$ cat src/design/line_ctrl_pkg.sv
// Purpose: Shared constants and types for the line interface state control block.
// Assumes: One 200 MHz clock, synchronous active-low reset, AXI4-Lite register access.
// Notes: Three-level state pins are carried as two-bit level codes.
package line_ctrl_pkg;

   // Clock rate, kept for derived timing figures
   localparam int unsigned CLK_PERIOD_PS = 5000;

   // Register bus geometry
   localparam int unsigned ADDR_W = 8;
   localparam int unsigned DATA_W = 32;

   // Register byte addresses
   localparam logic [7:0] CTRL_OFFSET = 8'h00;
   localparam logic [7:0] STATUS_OFFSET = 8'h04;

   // Control register fields and reset value
   localparam int unsigned CTRL_LIMIT_LOW_BIT = 0;
   localparam int unsigned CTRL_FORCE_SHUTDOWN_BIT = 1;
   localparam logic [1:0] CTRL_RESET = 2'h0;

   // Status register field positions
   localparam int unsigned STATUS_STATE_LSB = 0;
   localparam int unsigned STATUS_OFF_HOOK_BIT = 4;
   localparam int unsigned STATUS_GROUND_KEY_BIT = 5;
   localparam int unsigned STATUS_SELECTED_BIT = 6;
   localparam int unsigned STATUS_REQ_LSB = 8;

   // AXI response codes
   localparam logic [1:0] RESP_OKAY = 2'h0;
   localparam logic [1:0] RESP_SLVERR = 2'h2;

   // Feed current limits in mA, per state
   localparam logic [6:0] LIMIT_IDLE_MA = 7'h0C;
   localparam logic [6:0] LIMIT_TALK_HIGH_MA = 7'h3E;
   localparam logic [6:0] LIMIT_TALK_LOW_MA = 7'h2A;
   localparam logic [6:0] LIMIT_NONE_MA = 7'h00;

   // Three-level pin code: zero, positive or negative supply
   typedef enum logic [1:0] {
      LEVEL_ZERO = 2'h0,
      LEVEL_POS = 2'h1,
      LEVEL_NEG = 2'h2
   } level_e;

   // Operating state of the line driver, one-hot
   typedef enum logic [3:0] {
      IDLE_FEED_STATE = 4'h1,
      TALK_STATE = 4'h2,
      RINGING_STATE = 4'h4,
      LINE_SHUTDOWN_STATE = 4'h8
   } line_state_e;

   // AXI4-Lite master to slave signals
   typedef struct packed {
      logic awvalid;
      logic [ADDR_W-1:0] awaddr;
      logic wvalid;
      logic [DATA_W-1:0] wdata;
      logic [3:0] wstrb;
      logic bready;
      logic arvalid;
      logic [ADDR_W-1:0] araddr;
      logic rready;
   } axi_req_s;

   // AXI4-Lite slave to master signals
   typedef struct packed {
      logic awready;
      logic wready;
      logic bvalid;
      logic [1:0] bresp;
      logic arready;
      logic rvalid;
      logic [DATA_W-1:0] rdata;
      logic [1:0] rresp;
   } axi_resp_s;

endpackage

$ cat src/design/line_interface_state_control.sv
// Purpose: Control section of a subscriber line kit: select-gated request port,
//          three-level state code, shutdown output and hook/ground-key reporting.
// Assumes: All pins synchronous to clk_i; sense inputs already synchronised.
// Notes: Software reaches a control and a status word over AXI4-Lite.
//
// The register addresses and the AXI4-Lite interface to the registers were left to the implementer.
`timescale 1ns/1ps

// Notes on behaviour
// - Power-on request is taken only while select is low.
// - Alert-enable request is taken only while select is low.
// - Ground-key output is driven only while select is low.
// - Hook output is driven only while select is low.
// - Two state pins each carry positive, zero or negative level.
// - Stand-by +5/+5, conversation 0/+5, ringing 0/-5 as (second, first).
// - The six unused pin combinations are never produced.
// - Power-down shows on a separate shutdown output, not on the pair.
// - Both latched requests low selects stand-by.
// - Stand-by keeps sensing and reporting; power-down does no line work.
// - Stand-by limits line current to 12 mA with direct polarity.
// - Request pair decodes to stand-by, conversation, power-down or ringing.
// - Requests latch at select rising edge; state holds until next select. Here the force-shutdown control bit also forces power-down on any edge.
// - With select high the status outputs are released (high impedance).
// - Hook output is low when off hook, high when on hook.
module line_interface_state_control
   import line_ctrl_pkg::*;
(
   // Clock and reset
   input wire logic clk_i,
   input wire logic resetn_i,
   // Register bus
   input wire axi_req_s axi_i,
   output axi_resp_s axi_o,
   // Controller request port
   input wire logic select_n_i,
   input wire logic power_on_request_i,
   input wire logic alert_enable_i,
   // Line sense indications from the analog front end
   input wire logic off_hook_sense_i,
   input wire logic ground_key_sense_i,
   // Controller status pins, a level and an output enable each
   output logic hook_state_out_o,
   output logic hook_state_out_oe_o,
   output logic ground_key_out_o,
   output logic ground_key_out_oe_o,
   // Line driver control
   output level_e state_level_a_o,
   output level_e state_level_b_o,
   output logic shutdown_out_o,
   output logic [6:0] current_limit_ma_o,
   output logic polarity_reverse_o
);

   // Request port state
   logic select_n_q;
   logic power_on_hold;
   logic alert_hold;
   logic [1:0] req_latched;
   line_state_e state;
   line_state_e next_state;
   line_state_e req_state;

   // Registered sense and software control
   logic off_hook_q;
   logic ground_key_q;
   logic [1:0] ctrl;

   // Bus slave state
   logic aw_pend;
   logic w_pend;
   logic [ADDR_W-1:0] aw_addr_q;
   logic [DATA_W-1:0] w_data_q;
   logic [3:0] w_strb_q;

   // Select edge and request decode
   wire select_active = ~select_n_i;
   wire select_rise = ~select_n_q & select_n_i;
   wire force_shutdown = ctrl[CTRL_FORCE_SHUTDOWN_BIT];

   // Select rising edge finds the request held from the last low cycle
   always_ff @(posedge clk_i) begin
      if (!resetn_i) begin
         select_n_q <= 1'b1;
      end else begin
         select_n_q <= select_n_i;
      end
   end

   // Requests only follow the pins while selected; otherwise they are ignored
   always_ff @(posedge clk_i) begin
      if (!resetn_i) begin
         power_on_hold <= 1'b0;
         alert_hold <= 1'b0;
      end else if (select_active) begin
         power_on_hold <= power_on_request_i;
         alert_hold <= alert_enable_i;
      end
   end

   // Decode of the request pair into a feed state
   always_comb begin
      case ({alert_hold, power_on_hold})
         2'b00: req_state = IDLE_FEED_STATE;
         2'b01: req_state = TALK_STATE;
         2'b10: req_state = LINE_SHUTDOWN_STATE;
         2'b11: req_state = RINGING_STATE;
         default: req_state = IDLE_FEED_STATE;
      endcase
   end

   // State moves only at the select rising edge; software can force shutdown
   always_comb begin
      next_state = state;
      if (select_rise) begin
         next_state = req_state;
      end
      if (force_shutdown) begin
         next_state = LINE_SHUTDOWN_STATE;
      end
   end

   // Operating state; starts in shutdown until the controller has spoken
   always_ff @(posedge clk_i) begin
      if (!resetn_i) begin
         state <= LINE_SHUTDOWN_STATE;
         req_latched <= 2'h0;
      end else begin
         state <= next_state;
         if (select_rise) begin
            req_latched <= {alert_hold, power_on_hold};
         end
      end
   end

   // State pair decode from the next state, so the pins move on the same edge as shutdown
   level_e next_level_a;
   level_e next_level_b;
   always_comb begin
      case (next_state)
         TALK_STATE: begin
            next_level_a = LEVEL_POS;
            next_level_b = LEVEL_ZERO;
         end
         RINGING_STATE: begin
            next_level_a = LEVEL_NEG;
            next_level_b = LEVEL_ZERO;
         end
         default: begin
            // Stand-by and shutdown share the idle pair
            next_level_a = LEVEL_POS;
            next_level_b = LEVEL_POS;
         end
      endcase
   end

   // First and second state control pins
   tri_level_drive #(
      .RESET_LEVEL(LEVEL_POS)
   ) u_level_a (
      .clk_i(clk_i),
      .resetn_i(resetn_i),
      .level_i(next_level_a),
      .level_o(state_level_a_o)
   );

   tri_level_drive #(
      .RESET_LEVEL(LEVEL_POS)
   ) u_level_b (
      .clk_i(clk_i),
      .resetn_i(resetn_i),
      .level_i(next_level_b),
      .level_o(state_level_b_o)
   );

   // Feed limit per state; shutdown and ringing supply no regulated feed
   wire [6:0] talk_limit = ctrl[CTRL_LIMIT_LOW_BIT] ? LIMIT_TALK_LOW_MA : LIMIT_TALK_HIGH_MA;
   wire [6:0] next_limit = (next_state == IDLE_FEED_STATE) ? LIMIT_IDLE_MA :
                           (next_state == TALK_STATE) ? talk_limit : LIMIT_NONE_MA;
   wire next_shutdown = (next_state == LINE_SHUTDOWN_STATE);

   // Line driver controls, all registered
   always_ff @(posedge clk_i) begin
      if (!resetn_i) begin
         shutdown_out_o <= 1'b1;
         current_limit_ma_o <= LIMIT_NONE_MA;
         polarity_reverse_o <= 1'b0;
      end else begin
         shutdown_out_o <= next_shutdown;
         current_limit_ma_o <= next_limit;
         polarity_reverse_o <= 1'b0; // Direct polarity in every state
      end
   end

   // Sense indications pass a register stage before any output
   always_ff @(posedge clk_i) begin
      if (!resetn_i) begin
         off_hook_q <= 1'b0;
         ground_key_q <= 1'b0;
      end else begin
         off_hook_q <= off_hook_sense_i;
         ground_key_q <= ground_key_sense_i;
      end
   end

   // In shutdown no loop current flows, so the line reads on hook
   wire line_sensing = (state != LINE_SHUTDOWN_STATE);
   wire next_hook_level = ~(off_hook_q & line_sensing);
   wire next_ground_key_level = ~(ground_key_q & line_sensing);

   // Status pins: levels and enables; released while select is high
   always_ff @(posedge clk_i) begin
      if (!resetn_i) begin
         hook_state_out_o <= 1'b1;
         ground_key_out_o <= 1'b1;
         hook_state_out_oe_o <= 1'b0;
         ground_key_out_oe_o <= 1'b0;
      end else begin
         hook_state_out_o <= next_hook_level;
         ground_key_out_o <= next_ground_key_level; // Low when ground key seen
         hook_state_out_oe_o <= select_active;
         ground_key_out_oe_o <= select_active;
      end
   end

   // Write channel handshakes: address and data may come in either order
   wire aw_fire = axi_i.awvalid & axi_o.awready;
   wire w_fire = axi_i.wvalid & axi_o.wready;
   wire wr_do = aw_pend & w_pend & ~axi_o.bvalid;
   wire next_aw_pend = (aw_pend | aw_fire) & ~wr_do;
   wire next_w_pend = (w_pend | w_fire) & ~wr_do;
   wire next_bvalid = wr_do | (axi_o.bvalid & ~axi_i.bready);
   wire wr_hit_ctrl = (aw_addr_q == CTRL_OFFSET);
   wire wr_hit = wr_hit_ctrl | (aw_addr_q == STATUS_OFFSET);

   // Read channel: one read at a time, answered one cycle after acceptance
   wire ar_fire = axi_i.arvalid & axi_o.arready;
   wire next_rvalid = ar_fire | (axi_o.rvalid & ~axi_i.rready);
   wire rd_hit_ctrl = (axi_i.araddr == CTRL_OFFSET);
   wire rd_hit_status = (axi_i.araddr == STATUS_OFFSET);

   // Status word assembly; unused bits read zero
   logic [DATA_W-1:0] status_word;
   always_comb begin
      status_word = '0;
      status_word[STATUS_STATE_LSB +: 4] = state;
      status_word[STATUS_OFF_HOOK_BIT] = off_hook_q;
      status_word[STATUS_GROUND_KEY_BIT] = ground_key_q;
      status_word[STATUS_SELECTED_BIT] = select_active;
      status_word[STATUS_REQ_LSB +: 2] = req_latched;
   end

   wire [DATA_W-1:0] ctrl_word = {{(DATA_W-2){1'b0}}, ctrl};
   wire [DATA_W-1:0] next_rdata = rd_hit_ctrl ? ctrl_word : (rd_hit_status ? status_word : '0);

   // Write address and data capture
   always_ff @(posedge clk_i) begin
      if (!resetn_i) begin
         aw_pend <= 1'b0;
         w_pend <= 1'b0;
         aw_addr_q <= '0;
         w_data_q <= '0;
         w_strb_q <= 4'h0;
      end else begin
         aw_pend <= next_aw_pend;
         w_pend <= next_w_pend;
         if (aw_fire) begin
            aw_addr_q <= axi_i.awaddr;
         end
         if (w_fire) begin
            w_data_q <= axi_i.wdata;
            w_strb_q <= axi_i.wstrb;
         end
      end
   end

   // Control register; status is read-only, writes to it are dropped silently
   always_ff @(posedge clk_i) begin
      if (!resetn_i) begin
         ctrl <= CTRL_RESET;
      end else if (wr_do && wr_hit_ctrl && w_strb_q[0]) begin
         ctrl <= w_data_q[1:0];
      end
   end

   // Bus answers, all registered; ready drops while a transfer is open
   always_ff @(posedge clk_i) begin
      if (!resetn_i) begin
         axi_o <= '0;
      end else begin
         axi_o.awready <= ~next_aw_pend & ~next_bvalid;
         axi_o.wready <= ~next_w_pend & ~next_bvalid;
         axi_o.bvalid <= next_bvalid;
         if (wr_do) begin
            axi_o.bresp <= wr_hit ? RESP_OKAY : RESP_SLVERR;
         end
         axi_o.arready <= ~next_rvalid;
         axi_o.rvalid <= next_rvalid;
         if (ar_fire) begin
            axi_o.rdata <= next_rdata;
            axi_o.rresp <= (rd_hit_ctrl | rd_hit_status) ? RESP_OKAY : RESP_SLVERR;
         end
      end
   end

endmodule

$ cat src/design/tri_level_drive.sv
// Purpose: Registered driver for one three-level state control pin.
// Assumes: Level code comes from a decoder that yields only legal codes.
// Notes: The reset level is a parameter so each pin starts at its idle level.
`timescale 1ns/1ps
module tri_level_drive
   import line_ctrl_pkg::*;
#(
   parameter level_e RESET_LEVEL = LEVEL_POS
) (
   // Clock and reset
   input wire logic clk_i,
   input wire logic resetn_i,
   // Wanted level
   input wire level_e level_i,
   // Pin code toward the line driver
   output level_e level_o
);

   // A flop per pin keeps decode glitches off the high voltage part
   always_ff @(posedge clk_i) begin
      if (!resetn_i) begin
         level_o <= RESET_LEVEL;
      end else begin
         level_o <= level_i;
      end
   end

endmodule

$ cat config.mk
export PLATFORM = sky130hd
export DESIGN_NAME = line_interface_state_control
export DESIGN_NICKNAME = d
export VERILOG_FILES = /design/src/design/line_ctrl_pkg.sv /design/src/design/line_interface_state_control.sv /design/src/design/tri_level_drive.sv
export SDC_FILE = /design/constraint.sdc
export NUM_CORES = 1
export LEC_CHECK = 0
export BUFFER_PORTS_ARGS = -buffer_cell sky130_fd_sc_hd__buf_2
export CAP_MARGIN = 10
export CORE_MARGIN = 5
export CORE_UTILIZATION = 44
export DETAILED_ROUTE_END_ITERATION = 8
export GPL_ROUTABILITY_DRIVEN = 0
export PLACE_DENSITY = 0.79
export SLEW_MARGIN = 20
export SYNTH_ARGS = -nofsm -noshare
export SYNTH_HDL_FRONTEND = slang
export SYNTH_HIERARCHICAL = 1
export SYNTH_SLANG_ARGS = --single-unit
$ cat constraint.sdc
create_clock -name clk_i -period 1.8 [get_ports clk_i]
set_input_delay 0.36 -clock clk_i [delete_from_list [all_inputs] [get_ports clk_i]]
set_output_delay 0.36 -clock clk_i [all_outputs]
set_load 0.005 [all_outputs]
==> results.toml <==
[sta]
post-route-min-period_ps = 1371
whs_ps = 269.1
finalClockSkew_ps = 5.458
max_freq_ghz = 0.7293
finalHoldViolCount = 0
final.setup.tns_ps = 0
rsz0062_at_grt = "false"
timing.final.setup_violations = 0
drv_slew = 0
post-route-period-util_pct = 76.17

[floorplan]
die_h_microns = 80.97
core_area_sq_um = 4817
ioPinCount = 122
die_w_microns = 80.97
std_cell_rows = 25
start_util_pct = 46.00
dieArea_sq_um = 6555

[setup_path]
worst_path_max_delay_cell = "or3_1"
cp-start-kind = "register"
endpoint_kind = "register"
crit_type = "reg2reg"
crit_family = "simple AND/OR/NAND/NOR gates"
cpPeakStageDelay_ps = 380
crit_buf_inv = 0
cp.arrival_ps = 1600
cp_cell_sequence = "nand2b_1 > or3_1 > a21o_1 > a21oi_1"
worstPathRequired_ps = 2030
critPathMaxFanout = 9

[synthesis]
avgSynthCellArea_sq_um = 8.793
ys_ff_latch = 54
syn_inst = 252
seq_area_frac_synth_pct = 48.79
yosys_warnings = 6
syn-cell-area_sq_um = 2216
synth.distinct_cells = 36

[layout]
nFillCells = 477
num_antenna_cells = 0
syn_to_final_growth_pct = 15.75
nets = 374
final_layout_size_suffix_gt1_share_pct = 23.15
instances_no_fill = 378

[clock_tree]
clk_latency_ps = 290
cts_max_level = 2
cts_made_buffers = 5
clock-sinks = 54
cts_hold_buf = 0
ctsResizeCount = 0
path_clk_slew_ps = 80
clockRootBuffer = "clkbuf_8"
clockBufferDepth = 2
cts_tree = "done"
cts_setup_buffers = 0

[global_routing]
grt_use_total_pct = 12.52
grt_pass1_vias = 1492
grt_remaining_overflow = 0
grt_first_pass_wirelength_microns = 6423
grt_max_degree = 25
antenna_found_initial = 0

[power_and_ir_drop]
ir_worst_vdd_uv = 493.1
p_switching_mw = 0.4795
power.internal_mw = 1.734
share_comb_of_total_power_pct = 8.3
p_clk_share_pct = 34.6
power_density_nw_per_um2 = 862.9
swShare_pct = 21.67
seqPwrFrac_pct = 57.0
power.leakage_nw = 1.146

[detailed_routing]
drt-initial-drc-count = 77
drc = 0
wl_per_cell_microns = 10.74
num_vias = 1689
detail-route-antenna-nets = 0
via_per_inst = 4.468
drt_pre_antenna_iters = 4
drt-total-wl_microns = 4060

[placement]
dp_cells = 370
port_buffers = 60
hpwl_microns = 3212

[run_status]
status = "complete, no violations"

[worst_hold_path]
hold_path.class = "in2reg"

[flow_run]
maxCapViolCount = 0
-- power groups by stage --
stage                     Sequential (mW)  Combinational (mW)  Clock [mW]
after global routing                 1.27               0.212       0.852
after global placement               1.29               0.181           0
after CTS                            1.26               0.185       0.801
after detailed placement             1.29               0.184           0
final                                1.26               0.184       0.766
after floorplan                      1.29               0.160           0
-- metal layers --
layer | up-vias | part of all wire, % | wire [microns] | GRT usage (%)
met5 | - | 0 | 0 | 0
met4 | 0 | 1.8 | 74 | 6.250
met3 | 8 | 6.7 | 272 | 4.213
met2 | 48 | 50 | 2020 | 21.18
met1 | 742 | 42 | 1692 | 13.98
li1 | 891 | - | - | -
-- Yosys cell counts (all sizes together) --
library cell,number,area (sq um)
a21boi,15,112.6
a21o,2,15.01
a21oi,6,30.03
a22oi,1,7.510
a31oi,1,6.260
a32oi,1,8.760
and2,7,43.79
and3,3,18.77
and3b,2,17.52
buf,33,242.7
clkbuf,7,26.28
conb,1,3.750
dfxtp,54,1081
inv,4,15.01
mux2i,4,40.04
nand2,50,190.2
nand2b,7,43.79
nand3,9,45.04
nand3b,2,15.01
nand4,1,6.260
nor2,10,37.54
nor2b,5,31.28
nor3,4,31.28
nor3b,2,15.01
nor4,1,6.260
o211a,1,10.01
o211ai,1,7.510
o21ai,12,60.05
o32ai,1,8.760
or3,3,18.77
or4,1,11.26
xor2,1,8.760
-- logic make-up (layout without fill, tap and decap cells) --
| group | Yosys count | after routing | share of synthesized area (%) |
|---|---|---|---|
| and+or+nand+nor | 107 | 107 | 24.00 |
| buffers and inverters | 44 | 75 | 12.82 |
| AOI/OAI and AO/OA | 41 | 41 | 12.03 |
| other | 1 | 29 | 0.1692 |
| xor gates and xnor gates | 1 | 1 | 0.3953 |
| muxes | 4 | 4 | 1.807 |
| DFF | 54 | 54 | 48.79 |
-- flip-flops by register name (all words and copies together) (netlist names), 2 cells and up --
signal              flops
u_level_a/level_o       2
axi_o                  16
current_limit_ma_o      4
state                   4
req_latched             2
aw_addr_q               8
w_data_q                2
ctrl                    2
u_level_b/level_o       2
-- cell type report --
cell class,instances,area (sq um),area share [%]
clock buffer,7,76.32,2.976
clock inverter,1,30.03,1.171
inverter,4,15.01,0.5854
multi-input combinational,182,955.9,37.27
sequential,54,1081,42.15
tap,67,83.83,3.268
timing repair buffer,63,322.8,12.59
-- per-stage QoR --
stage,worst slack [ps],instance area [sq um],utilization [%],power (mW)
global route,312.0,2565,53.25,2.333
finish,428.9,2565,53.25,2.213
global placement,222.3,2459,51.04,1.470
detailed placement,209.2,2459,51.04,1.475
floorplan,329.7,2321,-,1.446
CTS,419.0,2565,53.25,2.249
-- cell usage in the layout, fill, tap and decap left out, types with 4 or more instances in the layout --
| cell type | n |
|---|---|
| nand2b_1 | 7 |
| a21boi_0 | 15 |
| nor2_1 | 10 |
| inv_1 | 4 |
| a21oi_1 | 6 |
| nor2b_1 | 5 |
| dfxtp_1 | 54 |
| o21ai_1 | 9 |
| nand2_1 | 49 |
| mux2i_1 | 4 |
| and2_1 | 7 |
| nand3_1 | 9 |
| clkbuf_8 | 5 |
| conb_1 | 29 |
| buf_2 | 60 |
-- final timing paths --
kind                                             from                                to  slack, ps  cells past startpoint
worst max register to register  select_n_q$_SDFF_PN1_  current_limit_ma_o[2]$_SDFF_PN0_        430                      4
worst max-delay path            select_n_q$_SDFF_PN1_  current_limit_ma_o[2]$_SDFF_PN0_        430                      4
worst min-delay path               ground_key_sense_i           ground_key_q$_SDFF_PN0_        270                      2
worst min register to register  off_hook_q$_SDFF_PN0_       hook_state_out_o$_SDFF_PN1_        380                      1
(Power assumes the default switching activity.)
